`config.mk`:
```
export PLATFORM = sky130hd
export DESIGN_NAME = spip_top
export DESIGN_NICKNAME = d
export VERILOG_FILES = /design/src/rtl/spip_meter.v /design/src/rtl/spip_sec.v /design/src/rtl/spip_top.v
export VERILOG_INCLUDE_DIRS = /design/src /design/src/shared
export SDC_FILE = /design/constraint.sdc
export NUM_CORES = 2
export LEC_CHECK = 0
export BUFFER_PORTS_ARGS = -buffer_cell sky130_fd_sc_hd__buf_4
export CORE_AREA = 4 4 429 346
export CTS_CLUSTER_DIAMETER = 100
export DETAILED_ROUTE_END_ITERATION = 6
export DIE_AREA = 0 0 433 350
export GPL_ROUTABILITY_DRIVEN = 0
export PLACE_DENSITY = 0.62
export SLEW_MARGIN = 20
export SYNTH_ARGS = -nofsm -noshare
export SYNTH_HDL_FRONTEND = slang
export SYNTH_SLANG_ARGS = --single-unit
export TNS_END_PERCENT = 20
```
`constraint.sdc`:
```
create_clock -name clock -period 4.51 [get_ports clock]
set_clock_uncertainty 0.2 [all_clocks]
set_input_delay 1.353 -clock clock [delete_from_list [all_inputs] [get_ports clock]]
set_output_delay 1.353 -clock clock [all_outputs]
set_load 0.005 [all_outputs]
```
`src/shared/spip_consts.vh`:
```
`ifndef SPIP_CONSTS_VH
`define SPIP_CONSTS_VH
// port count and clock
`define SPIP_NPORT        4
`define SPIP_CLK_HZ       20000000
// storm inspection interval, in microseconds, and its cycle count
`define SPIP_INSPECT_US   1000
`define SPIP_INSPECT_CYC  (`SPIP_CLK_HZ / 1000000 * `SPIP_INSPECT_US)
// inspection intervals in one second, for the learning rate window
`define SPIP_TICKS_SEC    10'h3e8
// frame class codes
`define SPIP_CLS_KNOWN    2'h0
`define SPIP_CLS_BC       2'h1
`define SPIP_CLS_UMC      2'h2
`define SPIP_CLS_UUC      2'h3
// global register byte offsets
`define SPIP_A_CTRL       8'h00
`define SPIP_A_MTU        8'h04
`define SPIP_A_SECRATE    8'h08
`define SPIP_A_ISTAT      8'h0c
`define SPIP_A_ICLR       8'h10
`define SPIP_A_IEN        8'h14
`define SPIP_A_PSTAT      8'h18
`define SPIP_A_SHUTCLR    8'h1c
// per-port blocks: base 0x40, stride 0x20, word index inside
`define SPIP_PB_FIRST     3'h2
`define SPIP_PB_LAST      3'h5
`define SPIP_PW_CFG       3'h0
`define SPIP_PW_VIOL      3'h4
// per-port config fields (class enables sit at the class codes)
`define SPIP_CFG_STORM    0
`define SPIP_CFG_SHUT     4
`define SPIP_CFG_PROT     5
`define SPIP_CFG_EEE      6
`define SPIP_CFG_SEC      7
`define SPIP_CFG_VSHUT    8
// global control field
`define SPIP_CTRL_SEC     0
// limits and resets
`define SPIP_MTU_DEF      14'h05f2
`define SPIP_MTU_MIN      14'h05ee
`define SPIP_MTU_MAX      14'h2710
`define SPIP_RATE_DEF     24'h002710
`define SPIP_RATE_MIN     24'h000010
`define SPIP_RATE_MAX     24'h989680
`define SPIP_SEC_DEF      10'h064
`define SPIP_SEC_MIN      10'h001
`define SPIP_SEC_MAX      10'h258
`endif

```
`src/rtl/spip_meter.v`:
```
`timescale 1ns/1ps
`include "spip_consts.vh"
// one storm meter: bits of one class on one port per inspection interval
module spip_meter (
  // clock and reset
  input  wire        clock,
  input  wire        rst,
  // interval pulse and class enable
  input  wire        tick,
  input  wire        en,
  // received frame of this class
  input  wire        add,
  input  wire [13:0] len,
  // threshold in kbps, equal to bits per 1 ms interval
  input  wire [23:0] thresh,
  // results
  output reg         over,
  output wire        trip
);
  wire [31:0] bits;   // frame length in bits
  reg  [31:0] acc;    // bits seen this interval

  assign bits = {15'h0000, len, 3'b000};
  // average over the interval exceeds the ceiling
  assign trip = tick & en & (acc > {8'h00, thresh});

  // accumulate, judge at interval end, restart with the frame in hand
  always @(posedge clock) begin
    if (rst) begin
      acc  <= 32'h00000000;
      over <= 1'b0;
    end else if (tick) begin
      acc  <= add ? bits : 32'h00000000;
      over <= trip;
    end else if (add) begin
      acc  <= acc + bits;
    end
  end
endmodule

```
`src/rtl/spip_sec.v`:
```
`timescale 1ns/1ps
`include "spip_consts.vh"
// source address lock of one port: one permitted address
module spip_sec (
  // clock and reset
  input  wire        clock,
  input  wire        rst,
  // lock enabled, frame from this port, its source address
  input  wire        en,
  input  wire        hit,
  input  wire [47:0] sa,
  // learning budget left this second
  input  wire        learn_ok,
  // decision
  output wire        viol,
  output wire        learn,
  output wire        pass,
  output wire [15:0] cnt
);
  reg  [47:0] mac_reg;  // permitted source
  reg         ok_reg;   // address recorded
  reg  [15:0] cnt_reg;  // violations, saturating
  wire        match;

  assign match = ok_reg & (sa == mac_reg);
  assign viol  = en & hit & ok_reg & ~match;
  assign learn = en & hit & ~ok_reg & learn_ok;
  // an unknown source with no budget left is held back too
  assign pass  = ~en | match | (~ok_reg & learn_ok);
  assign cnt   = cnt_reg;

  // record first source, count offenders; disabling forgets the address
  always @(posedge clock) begin
    if (rst) begin
      mac_reg <= 48'h000000000000;
      ok_reg  <= 1'b0;
      cnt_reg <= 16'h0000;
    end else if (!en) begin
      ok_reg  <= 1'b0;
    end else begin
      if (learn) begin
        mac_reg <= sa;
        ok_reg  <= 1'b1;
      end
      if (viol && cnt_reg != 16'hffff)
        cnt_reg <= cnt_reg + 16'h0001;
    end
  end
endmodule

```
`src/rtl/spip_top.v`:
```
// The placing of the registers and the Avalon-MM register port were chosen for this implementation.
`timescale 1ns/1ps
`include "spip_consts.vh"
module spip_top #(
  parameter INSPECT_CYC = `SPIP_INSPECT_CYC
) (
  // clock and reset
  input  wire        clock,
  input  wire        rst,
  // avalon-mm register slave
  input  wire [7:0]  avs_address,
  input  wire        avs_read,
  input  wire        avs_write,
  input  wire [31:0] avs_writedata,
  output reg  [31:0] avs_readdata,
  output reg         avs_waitrequest,
  // received frame descriptor, one per cycle at most
  input  wire        in_valid,
  input  wire [1:0]  in_port,
  input  wire [1:0]  in_class,
  input  wire [13:0] in_len,
  input  wire [47:0] in_sa,
  input  wire [3:0]  in_dst_mask,
  // forwarding verdict
  output reg         out_valid,
  output reg  [1:0]  out_port,
  output reg  [3:0]  out_mask,
  output reg         out_drop,
  // port state and interrupt
  output reg  [3:0]  port_shut,
  output reg  [3:0]  eee_lpi,
  output reg         irq
);
  ////////////////////////////////////////////////////////////////
  // storage
  reg  [8:0]  cfg_reg [0:3];      // per-port config
  reg  [23:0] rate_reg [0:15];    // thresholds at {port,class}
  reg  [0:0]  ctrl_reg;           // global security enable
  reg  [13:0] mtu_reg;            // max frame length
  reg  [9:0]  secrate_reg;        // learns per second
  reg  [8:0]  istat_reg;          // sticky events
  reg  [8:0]  ien_reg;            // interrupt enables
  reg  [31:0] tick_cnt_reg;       // interval divider
  reg  [9:0]  sec_win_reg;        // intervals into this second
  reg  [9:0]  learn_cnt_reg;      // learns this second
  reg  [3:0]  seen_reg;           // port activity this interval
  reg  [31:0] rd_next;            // read mux
  wire        tick;
  wire        sec_tick;
  wire [15:0] over_w;
  wire [15:0] trip_w;
  wire [3:0]  viol_w;
  wire [3:0]  learn_w;
  wire [3:0]  pass_w;
  wire [63:0] vcnt_w;
  wire [3:0]  storm_ev;
  wire        wr_fire;
  wire        pblk;
  wire [2:0]  pidx3;
  wire [1:0]  pidx;
  wire [2:0]  pword;
  integer     i;
  integer     j;
  integer     n;

  ////////////////////////////////////////////////////////////////
  // helpers: clamp written values into their legal ranges
  function [23:0] clamp_rate;
    input [31:0] v;
    begin
      if (v < {8'h00, `SPIP_RATE_MIN})
        clamp_rate = `SPIP_RATE_MIN;
      else if (v > {8'h00, `SPIP_RATE_MAX})
        clamp_rate = `SPIP_RATE_MAX;
      else
        clamp_rate = v[23:0];
    end
  endfunction

  function [13:0] clamp_mtu;
    input [31:0] v;
    begin
      if (v < {18'h00000, `SPIP_MTU_MIN})
        clamp_mtu = `SPIP_MTU_MIN;
      else if (v > {18'h00000, `SPIP_MTU_MAX})
        clamp_mtu = `SPIP_MTU_MAX;
      else
        clamp_mtu = v[13:0];
    end
  endfunction

  function [9:0] clamp_sec;
    input [31:0] v;
    begin
      if (v < {22'h000000, `SPIP_SEC_MIN})
        clamp_sec = `SPIP_SEC_MIN;
      else if (v > {22'h000000, `SPIP_SEC_MAX})
        clamp_sec = `SPIP_SEC_MAX;
      else
        clamp_sec = v[9:0];
    end
  endfunction

  ////////////////////////////////////////////////////////////////
  // interval and one-second enables from a single divider
  assign tick     = (tick_cnt_reg == INSPECT_CYC - 1);
  assign sec_tick = tick & (sec_win_reg == `SPIP_TICKS_SEC - 10'h001);

  always @(posedge clock) begin
    if (rst) begin
      tick_cnt_reg <= 32'h00000000;
      sec_win_reg  <= 10'h000;
    end else if (tick) begin
      tick_cnt_reg <= 32'h00000000;
      sec_win_reg  <= sec_tick ? 10'h000 : sec_win_reg + 10'h001;
    end else begin
      tick_cnt_reg <= tick_cnt_reg + 32'h00000001;
    end
  end

  ////////////////////////////////////////////////////////////////
  // storm meters and source locks, per port and class
  genvar gp, gc;
  generate
    for (gp = 0; gp < `SPIP_NPORT; gp = gp + 1) begin : g_port
      for (gc = 1; gc < 4; gc = gc + 1) begin : g_cls
        spip_meter u_meter (
          .clock  (clock),
          .rst    (rst),
          .tick   (tick),
          .en     (cfg_reg[gp][`SPIP_CFG_STORM] & cfg_reg[gp][gc]),
          .add    (in_valid && in_port == gp && in_class == gc),
          .len    (in_len),
          .thresh (rate_reg[gp*4+gc]),
          .over   (over_w[gp*4+gc]),
          .trip   (trip_w[gp*4+gc])
        );
      end
      // class code zero is never policed
      assign over_w[gp*4] = 1'b0;
      assign trip_w[gp*4] = 1'b0;
      assign storm_ev[gp] = |trip_w[gp*4+3:gp*4];
      spip_sec u_sec (
        .clock    (clock),
        .rst      (rst),
        .en       (ctrl_reg[`SPIP_CTRL_SEC] & cfg_reg[gp][`SPIP_CFG_SEC]),
        .hit      (in_valid && in_port == gp),
        .sa       (in_sa),
        .learn_ok (learn_cnt_reg < secrate_reg),
        .viol     (viol_w[gp]),
        .learn    (learn_w[gp]),
        .pass     (pass_w[gp]),
        .cnt      (vcnt_w[gp*16+15:gp*16])
      );
    end
  endgenerate

  // learning budget, refilled each second
  always @(posedge clock) begin
    if (rst)
      learn_cnt_reg <= 10'h000;
    else if (sec_tick)
      learn_cnt_reg <= 10'h000;
    else if (|learn_w)
      learn_cnt_reg <= learn_cnt_reg + 10'h001;
  end

  ////////////////////////////////////////////////////////////////
  // frame verdict, computed from the source port's settings
  wire [8:0] scfg;
  wire       oversize;
  wire       storm_drop;
  wire       drop_now;
  wire [3:0] prot_mask;
  wire [3:0] base_mask;
  wire [3:0] self_mask;
  wire [3:0] fwd_mask;

  assign scfg       = cfg_reg[in_port];
  assign oversize   = in_len > mtu_reg;
  // storm state persists for the interval after the one that tripped
  assign storm_drop = scfg[`SPIP_CFG_STORM] & scfg[in_class] & over_w[{in_port, in_class}]
                      & ~scfg[`SPIP_CFG_SHUT];
  assign drop_now   = port_shut[in_port] | oversize | storm_drop | ~pass_w[in_port];
  assign prot_mask  = {cfg_reg[3][`SPIP_CFG_PROT], cfg_reg[2][`SPIP_CFG_PROT],
                       cfg_reg[1][`SPIP_CFG_PROT], cfg_reg[0][`SPIP_CFG_PROT]};
  // unresolved classes go to every other port
  assign base_mask  = (in_class == `SPIP_CLS_KNOWN) ? in_dst_mask : 4'hf;
  assign self_mask  = 4'h1 << in_port;
  assign fwd_mask   = base_mask & ~self_mask & ~port_shut
                      & (scfg[`SPIP_CFG_PROT] ? ~prot_mask : 4'hf);

  // register the verdict; a dropped frame reaches no port
  always @(posedge clock) begin
    if (rst) begin
      out_valid <= 1'b0;
      out_port  <= 2'h0;
      out_mask  <= 4'h0;
      out_drop  <= 1'b0;
    end else begin
      out_valid <= in_valid;
      out_port  <= in_port;
      out_mask  <= (in_valid && !drop_now) ? fwd_mask : 4'h0;
      out_drop  <= in_valid & drop_now;
    end
  end

  ////////////////////////////////////////////////////////////////
  // shutdown state: set wins over a clear in the same cycle
  reg [3:0] shut_set;
  reg [3:0] shut_clr;
  always @* begin
    shut_set = 4'h0;
    for (i = 0; i < 4; i = i + 1) begin
      if (storm_ev[i] && cfg_reg[i][`SPIP_CFG_SHUT])
        shut_set[i] = 1'b1;
      if (viol_w[i] && cfg_reg[i][`SPIP_CFG_VSHUT])
        shut_set[i] = 1'b1;
    end
    shut_clr = (wr_fire && avs_address == `SPIP_A_SHUTCLR) ? avs_writedata[3:0] : 4'h0;
  end

  always @(posedge clock) begin
    if (rst)
      port_shut <= 4'h0;
    else
      port_shut <= (port_shut & ~shut_clr) | shut_set;
  end

  ////////////////////////////////////////////////////////////////
  // idle power: a quiet port goes low-power for the next interval
  always @(posedge clock) begin
    if (rst) begin
      seen_reg <= 4'h0;
      eee_lpi  <= 4'h0;
    end else if (tick) begin
      seen_reg <= in_valid ? self_mask : 4'h0;
      for (j = 0; j < 4; j = j + 1)
        eee_lpi[j] <= cfg_reg[j][`SPIP_CFG_EEE] & ~seen_reg[j] & ~(in_valid & self_mask[j]);
    end else begin
      if (in_valid)
        seen_reg <= seen_reg | self_mask;
      // traffic wakes the port at once, without waiting a whole interval
      if (in_valid)
        eee_lpi <= eee_lpi & ~self_mask;
    end
  end

  ////////////////////////////////////////////////////////////////
  // interrupts: [3:0] storm trip, [7:4] violation, [8] oversize
  wire [8:0] ev_w;
  wire [8:0] iclr_w;
  assign ev_w   = {in_valid & oversize, viol_w, storm_ev};
  assign iclr_w = (wr_fire && avs_address == `SPIP_A_ICLR) ? avs_writedata[8:0] : 9'h000;

  always @(posedge clock) begin
    if (rst) begin
      istat_reg <= 9'h000;
      irq       <= 1'b0;
    end else begin
      istat_reg <= (istat_reg & ~iclr_w) | ev_w;
      irq       <= |(((istat_reg & ~iclr_w) | ev_w) & ien_reg);
    end
  end

  ////////////////////////////////////////////////////////////////
  // bus slave: one wait cycle, then waitrequest low for one edge
  assign wr_fire = avs_write & ~avs_waitrequest;
  assign pidx3   = avs_address[7:5] - `SPIP_PB_FIRST;
  assign pidx    = pidx3[1:0];
  assign pword   = avs_address[4:2];
  assign pblk    = (avs_address[7:5] >= `SPIP_PB_FIRST) && (avs_address[7:5] <= `SPIP_PB_LAST)
                   && (avs_address[1:0] == 2'h0);

  always @(posedge clock) begin
    if (rst) begin
      avs_waitrequest <= 1'b1;
      avs_readdata    <= 32'h00000000;
    end else if (avs_waitrequest && (avs_read || avs_write)) begin
      avs_waitrequest <= 1'b0;
      avs_readdata    <= avs_read ? rd_next : 32'h00000000;
    end else begin
      avs_waitrequest <= 1'b1;
    end
  end

  // read mux; unmapped and write-only words read as zero
  always @* begin
    rd_next = 32'h00000000;
    if (pblk) begin
      case (pword)
        `SPIP_PW_CFG:  rd_next = {23'h000000, cfg_reg[pidx]};
        3'h1, 3'h2, 3'h3: rd_next = {8'h00, rate_reg[{pidx, pword[1:0]}]};
        `SPIP_PW_VIOL: rd_next = {16'h0000, vcnt_w[pidx*16 +: 16]};
        default:       rd_next = 32'h00000000;
      endcase
    end else begin
      case (avs_address)
        `SPIP_A_CTRL:    rd_next = {31'h00000000, ctrl_reg};
        `SPIP_A_MTU:     rd_next = {18'h00000, mtu_reg};
        `SPIP_A_SECRATE: rd_next = {22'h000000, secrate_reg};
        `SPIP_A_ISTAT:   rd_next = {23'h000000, istat_reg};
        `SPIP_A_IEN:     rd_next = {23'h000000, ien_reg};
        `SPIP_A_PSTAT:   rd_next = {8'h00, over_w, eee_lpi, port_shut};
        default:         rd_next = 32'h00000000;
      endcase
    end
  end

  // register writes take effect at the edge that ends the access
  always @(posedge clock) begin
    if (rst) begin
      ctrl_reg    <= 1'b0;
      mtu_reg     <= `SPIP_MTU_DEF;
      secrate_reg <= `SPIP_SEC_DEF;
      ien_reg     <= 9'h000;
      for (n = 0; n < 4; n = n + 1)
        cfg_reg[n] <= 9'h000;
      for (n = 0; n < 16; n = n + 1)
        rate_reg[n] <= `SPIP_RATE_DEF;
    end else if (wr_fire) begin
      if (pblk) begin
        case (pword)
          `SPIP_PW_CFG: cfg_reg[pidx] <= avs_writedata[8:0];
          3'h1, 3'h2, 3'h3: rate_reg[{pidx, pword[1:0]}] <= clamp_rate(avs_writedata);
          default: ;
        endcase
      end else begin
        case (avs_address)
          `SPIP_A_CTRL:    ctrl_reg    <= avs_writedata[0];
          `SPIP_A_MTU:     mtu_reg     <= clamp_mtu(avs_writedata);
          `SPIP_A_SECRATE: secrate_reg <= clamp_sec(avs_writedata);
          `SPIP_A_IEN:     ien_reg     <= avs_writedata[8:0];
          default: ;
        endcase
      end
    end
  end
endmodule

```
# ---- After elaboration in Yosys (flattened, before gate mapping)
# Memory sizes are Yosys's and may differ from the RTL's.
# Cells that the tools add are included.
dict set report word_totals {
  ff_bits 805
  ramBits 420
  input_bits 115
  mem_count 2
}
dict set report classes {
  addsub 20
  n_lt_le_gt_ge 25
  n_eq_ne 27
  n_shift 2
  n_mux 95
  bitwise_logic 138
  reduce_logical 82
}
# memory words width rd rd_ports_with_merged_regs wr line
set mem_list {}
lappend mem_list {rate_reg 16 24 13 0 16 spip_top.v:37} ;# reg [23:0] rate_reg [0:15];
lappend mem_list {cfg_reg 4 9 6 0 4 spip_top.v:36} ;# reg [8:0] cfg_reg [0:3];
# cell n
set ops {}
lappend ops {{2-to-1 mux 32 bit} 26}
lappend ops {{adder 32 x 17 -> 32 bit} 12}
lappend ops {{greater-than comparator 32 x 24 -> 1 bit} 12}
lappend ops {{2-to-1 mux 17 bit} 12}
lappend ops {{== test 48 bit} 4}
lappend ops {{2-to-1 mux 24 bit} 7}
lappend ops {{one-hot mux 24 bit (6 select lines)} 1}
lappend ops {{bitwise AND 1 bit} 87}
lappend ops {{one-hot mux 24 bit (3 select lines)} 1}
lappend ops {{adder 16 x 1 -> 16 bit (second input constant)} 4}
lappend ops {{!= test 16 bit (second input constant)} 4}
lappend ops {{variable part select 64 x 7 -> 16 bit} 1}
lappend ops {{2-to-1 mux 4 bit} 9}
lappend ops {{logical AND 1 bit} 34}
lappend ops {{adder 32 x 1 -> 32 bit (second input constant)} 1}
lappend ops {{== test 32 x 15 -> 1 bit (second input constant)} 1}
lappend ops {{== test 8 x 5 -> 1 bit (second input constant)} 4}
lappend ops {{greater-than comparator 32 x 10 -> 1 bit (second input constant)} 1}
lappend ops {{greater-than comparator 32 x 14 -> 1 bit (second input constant)} 1}
lappend ops {{greater-than comparator 32 x 24 -> 1 bit (second input constant)} 1}
lappend ops {{less-than comparator 32 x 1 -> 1 bit (second input constant)} 1}
lappend ops {{less-than comparator 32 x 11 -> 1 bit (second input constant)} 1}
lappend ops {{less-than comparator 32 x 5 -> 1 bit (second input constant)} 1}
lappend ops {{2-to-1 mux 10 bit} 3}
lappend ops {{45 further kinds} 160}

# ---- Logic depth before layout (Yosys ltp)
# An unclocked memory read counts as a cell.
dict set report depth {
  depth_word 13
  mapped_depth 14
}

# ---- By module
# From an unflattened synthesis, not the netlist that was laid out.
dict set report unflattened {
  cells_unflattened 7711
  hier_area_um2 70149.8
}
# mod instances cells_per_inst area_each_um2
set modules_own_cells {}
lappend modules_own_cells {{spip_meter at g_port[0].g_cls[1].u_meter ...} 11 335 2601.2}
lappend modules_own_cells {spip_top 1 2123 26148.8}
lappend modules_own_cells {spip_sec 4 397 3211.8}
lappend modules_own_cells {{spip_meter at g_port[2].g_cls[2].u_meter} 1 315 2539.9}

# ---- Worst setup path before layout
# No wires, ideal clock.
dict set report synth_path {
  path_type {input port to flip-flop}
  startpoint {input port avs_address[2]}
  endpoint {memory rate_reg[7][0] (enable)}
  setup_ns 0.381
  arrival_time_ns 3.684
  required_time_ns 3.929
  setup_slack_ns 0.246
  cell_stages 10
  n_path_buf 6
  cell_sequence {buf_4 -> buf_2 -> buf_2 -> buf_2 -> buf_2 -> nand2_1 -> nor4_2 -> nand3_1 -> clkbuf_1 -> nand2_1}
}
# element line
set synth_rtl {}
lappend synth_rtl {{start: declaration} spip_top.v:11} ;# input wire [7:0] avs_address,
lappend synth_rtl {{end: declaration} spip_top.v:37}

==> results.sh <==
export IMPL_status="complete, no violations"
export IMPL_whs_path_depth=2
export IMPL_synth_seq_cells=1181
export IMPL_postCtsSetupRepairBufs=0
export IMPL_grtUsageTotal=0.312
export IMPL_multiplexer_fraction_of_the_synthesized_cell_area=0.0568
export IMPL_tritoncts="yes"
export IMPL_post_cts_resized_instances=0
export IMPL_drive_gt1_frac=0.115
export IMPL_count_of_different_cell_masters_after_synthesis=106
export IMPL_power_report_internal_total_mw=17.7
export IMPL_p_comb_frac=0.087
export IMPL_cts_inserted_buffers=121
export IMPL_ir_drop_mv=0.326
export IMPL_fp_dieW_um=433
export IMPL_clk_latency_ps=760
export IMPL_crit_path_end_kind="register"
export IMPL_detailed_place_area_um2=72200
export IMPL_detail_route_drc_violations=0
export IMPL_synth_enable_flop_cells=420
export IMPL_area_delta_synth_final_pct=13.0
export IMPL_fin_crit_ps=4110
export IMPL_setup_violations=0
export IMPL_worst_slew_pin_transition_ps=1150
export IMPL_ys_warnings_count=0
export IMPL_reg2reg_from="rate_reg[14][5]$_SDFFCE_PN0P_"
export IMPL_cp_required_ps=4900
export IMPL_globalRouteOverflowTotal=0
export IMPL_rsz0062_at_grt="false"
export IMPL_wl_mm=243
export IMPL_detail_route_iter0_violations=7758
export IMPL_avgViaCountPerCell=6.03
export IMPL_timing_setup_critical_path_class="reg -> reg"
export IMPL_nFillCells=13300
export IMPL_p_leak_nw=29.5
export IMPL_dr_total_vias=58600
export IMPL_fin_total_pwr_mw=23.7
export IMPL_nets=8291
export IMPL_path_category_of_the_worst_min_delay_check="reg -> reg"
export IMPL_hold_ws_ps=256
export IMPL_yosys_area_share_adder=0.0871
export IMPL_yosysSeqAreaShare=0.413
export IMPL_critical_path_max_fanout=3
export IMPL_regToRegSetupSlack_ps=400
export IMPL_cts_sink_count=1181
export IMPL_sw_frac_of_total=0.254
export IMPL_dp_hpwl_mm=178
export IMPL_fraction_of_the_mapped_netlist_area_in_simple_logic_gates=0.195
export IMPL_drtAntennaViolNets=0
export IMPL_timing_max_cap_violations=0
export IMPL_postCtsHoldBufs=0
export IMPL_coreArea_um2=144000
export IMPL_power_share_sequential=0.479
export IMPL_mappedNetlistArea_um2=67400
export IMPL_dpl_cell_count=9496
export IMPL_synthesis_instances=7447
export IMPL_net_switching_component_of_the_power_mw=6.02
export IMPL_start_util=0.467
export IMPL_detail_route_first_pass_iterations=7
export IMPL_die_height_um=350
export IMPL_r2r_end="irq$_SDFF_PP0_"
export IMPL_ioPinCount=165
export IMPL_grt_max_degree=183
export IMPL_antenna_violations_before_repair=17
export IMPL_drt_wirelength_per_cell_um=25.0
export IMPL_synthesis_area_per_instance_um2=9.05
export IMPL_clock_buffer_depth=3
export IMPL_num_rows=125
export IMPL_reg2regPathDepth=12
export IMPL_htreeDepth=3
export IMPL_timing_slew_headroom=0.229
export IMPL_power_density_nw_per_um2=311
export IMPL_fp_dieArea_um2=152000
export IMPL_wire_length_of_the_first_global_routing_pass_mm=354
export IMPL_clock_fmax_mhz=243
export IMPL_largest_family_of_logic_cells_by_synthesized_area="simple AND/OR/NAND/NOR gates"
export IMPL_holdPathEnd="secrate_reg[4]$_SDFFE_PP0P_"
export IMPL_total_of_buffers_placed_on_input_and_output_ports=156
export IMPL_synthArstFlopShare=0
export IMPL_max_reg_flops=384
export IMPL_timing_final_hold_violations=0
export IMPL_grt_pass1_vias=53800
export IMPL_timing_hold_worst_start="secrate_reg[4]$_SDFFE_PP0P_"
export IMPL_clock_tree_root_cell="sky130_fd_sc_hd__clkbuf_16"
export IMPL_clk_transition_reported_paths_ps=60
export IMPL_leading_register_cell_type_out_of_synthesis="sky130_fd_sc_hd__dfxtp_1"
export IMPL_stdcell_count=9727
export IMPL_power_frac_clock=0.434
export IMPL_arrival_ps=4500
export IMPL_fin_crit_sh=0.911
export IMPL_design_area_um2=76200
export IMPL_xor_xnor_cell_area_share_of_the_yosys_netlist=0.0651
export IMPL_worstSetupStartpointType="register"
export IMPL_slew_violations=0
export IMPL_synth_compound_gate_area_share=0.133
==> cell usage after synthesis, types with 61 or more instances <==
cell,count,share of area
sky130_fd_sc_hd__nor2_1,789,0.044
sky130_fd_sc_hd__and3_1,97,0.0090
sky130_fd_sc_hd__a22oi_1,82,0.0091
sky130_fd_sc_hd__nor2b_1,62,0.0058
sky130_fd_sc_hd__buf_2,110,0.0082
sky130_fd_sc_hd__nand2_1,1022,0.057
sky130_fd_sc_hd__edfxtp_1,420,0.19
sky130_fd_sc_hd__xnor2_1,293,0.038
sky130_fd_sc_hd__dfxtp_1,761,0.23
sky130_fd_sc_hd__inv_1,418,0.023
sky130_fd_sc_hd__nor3_1,104,0.0077
sky130_fd_sc_hd__o21ai_0,282,0.021
sky130_fd_sc_hd__nand3_1,177,0.013
sky130_fd_sc_hd__and2_1,61,0.0057
sky130_fd_sc_hd__a21o_1,78,0.0087
sky130_fd_sc_hd__nand4_1,140,0.013
sky130_fd_sc_hd__nor4_1,71,0.0066
sky130_fd_sc_hd__mux4_2,151,0.050
sky130_fd_sc_hd__or3_1,81,0.0075
sky130_fd_sc_hd__xor2_1,208,0.027
sky130_fd_sc_hd__ha_1,450,0.084
sky130_fd_sc_hd__clkbuf_1,269,0.015
sky130_fd_sc_hd__a21oi_1,609,0.045
==> worst max-delay path, cell delays in order (launching register included) <==
cell and delay [ps]:
sky130_fd_sc_hd__edfxtp_1 420, sky130_fd_sc_hd__inv_1 100, sky130_fd_sc_hd__ha_1 240, sky130_fd_sc_hd__a21o_1 180, sky130_fd_sc_hd__a21oi_1 170, sky130_fd_sc_hd__nor2b_1 70
sky130_fd_sc_hd__o31ai_1 430, sky130_fd_sc_hd__nand4_1 270, sky130_fd_sc_hd__o2111ai_1 950, sky130_fd_sc_hd__o211ai_1 310, sky130_fd_sc_hd__buf_4 260, sky130_fd_sc_hd__o21ai_0 200
sky130_fd_sc_hd__a41oi_1 140
==> kinds of logic after synthesis <==
family | after synthesis
compound gates | 1452
xor+xnor | 501
fa+ha+maj | 462
buf+inv | 833
flops | 1181
mux | 193
other cells | 2
simple gates | 2823
==> placed cells by master, fill, tap and decap left out, drive strengths merged, types with 107 or more instances in the layout <==
master	n
clkbuf	161
a21oi	611
nand2	1022
inv	423
o21ai	291
mux4	151
dfxtp	761
nand4	140
nand3	179
ha	450
buf	455
xor2	208
nor2	794
edfxtp	420
xnor2	293
nor3	107
==> power groups by stage <==
stage | sequential [mW] | combinational (mW) | clock [mW]
after floorplan | 11.5 | 1.17 | 0
after global placement | 11.6 | 1.96 | 0
after detailed placement | 11.6 | 1.98 | 0
after CTS | 11.3 | 1.99 | 10.4
after global routing | 11.4 | 2.16 | 10.8
final | 11.3 | 2.06 | 10.3
==> cell type report <==
type | instances | area, um^2 | area share
tap | 1905 | 2380 | 0.0313
sequential | 1181 | 27800 | 0.366
clock buffer | 161 | 3320 | 0.0436
multi-input combinational | 5535 | 36700 | 0.482
timing repair buffer | 455 | 3700 | 0.0486
clock inverter | 64 | 636 | 0.00835
inverter | 420 | 1580 | 0.0207
antenna | 6 | 15.0 | 0.000197
==> how the worst max path moves through the flow <==
stage	from	to	cells past startpoint	slack, ps
after floorplan	avs_address[2]	rate_reg[7][0]$_SDFFCE_PN0P_	10	250
after global placement	in_sa[22]	irq$_SDFF_PP0_	12	20
after detailed placement	in_sa[22]	out_mask[2]$_SDFF_PP0_	11	-30
after CTS	rate_reg[14][5]$_SDFFCE_PN0P_	irq$_SDFF_PP0_	12	630
after global routing	rate_reg[13][11]$_SDFFCE_PN0P_	irq$_SDFF_PP0_	12	390
final	rate_reg[14][5]$_SDFFCE_PN0P_	irq$_SDFF_PP0_	12	400
==> layer usage <==
layer | vias up | track usage | wire [um]
met5 | - | 0 | 70
met4 | 12 | 0.130 | 11800
met3 | 554 | 0.0927 | 30500
met2 | 3092 | 0.443 | 99600
met1 | 28200 | 0.440 | 101000
li1 | 26800 | - | -
==> per-stage QoR <==
stage / setup WS, ps / util / TNS, ps
2_1_floorplan: 246 / - / 0
3_3_place_gp: 17.8 / 0.500 / 0
3_5_place_dp: -34.9 / 0.500 / -34.9
4_1_cts: 632 / 0.527 / 0
5_1_grt: 387 / 0.528 / 0
6_report: 399 / 0.528 / 0
(Power assumes the default switching activity.)
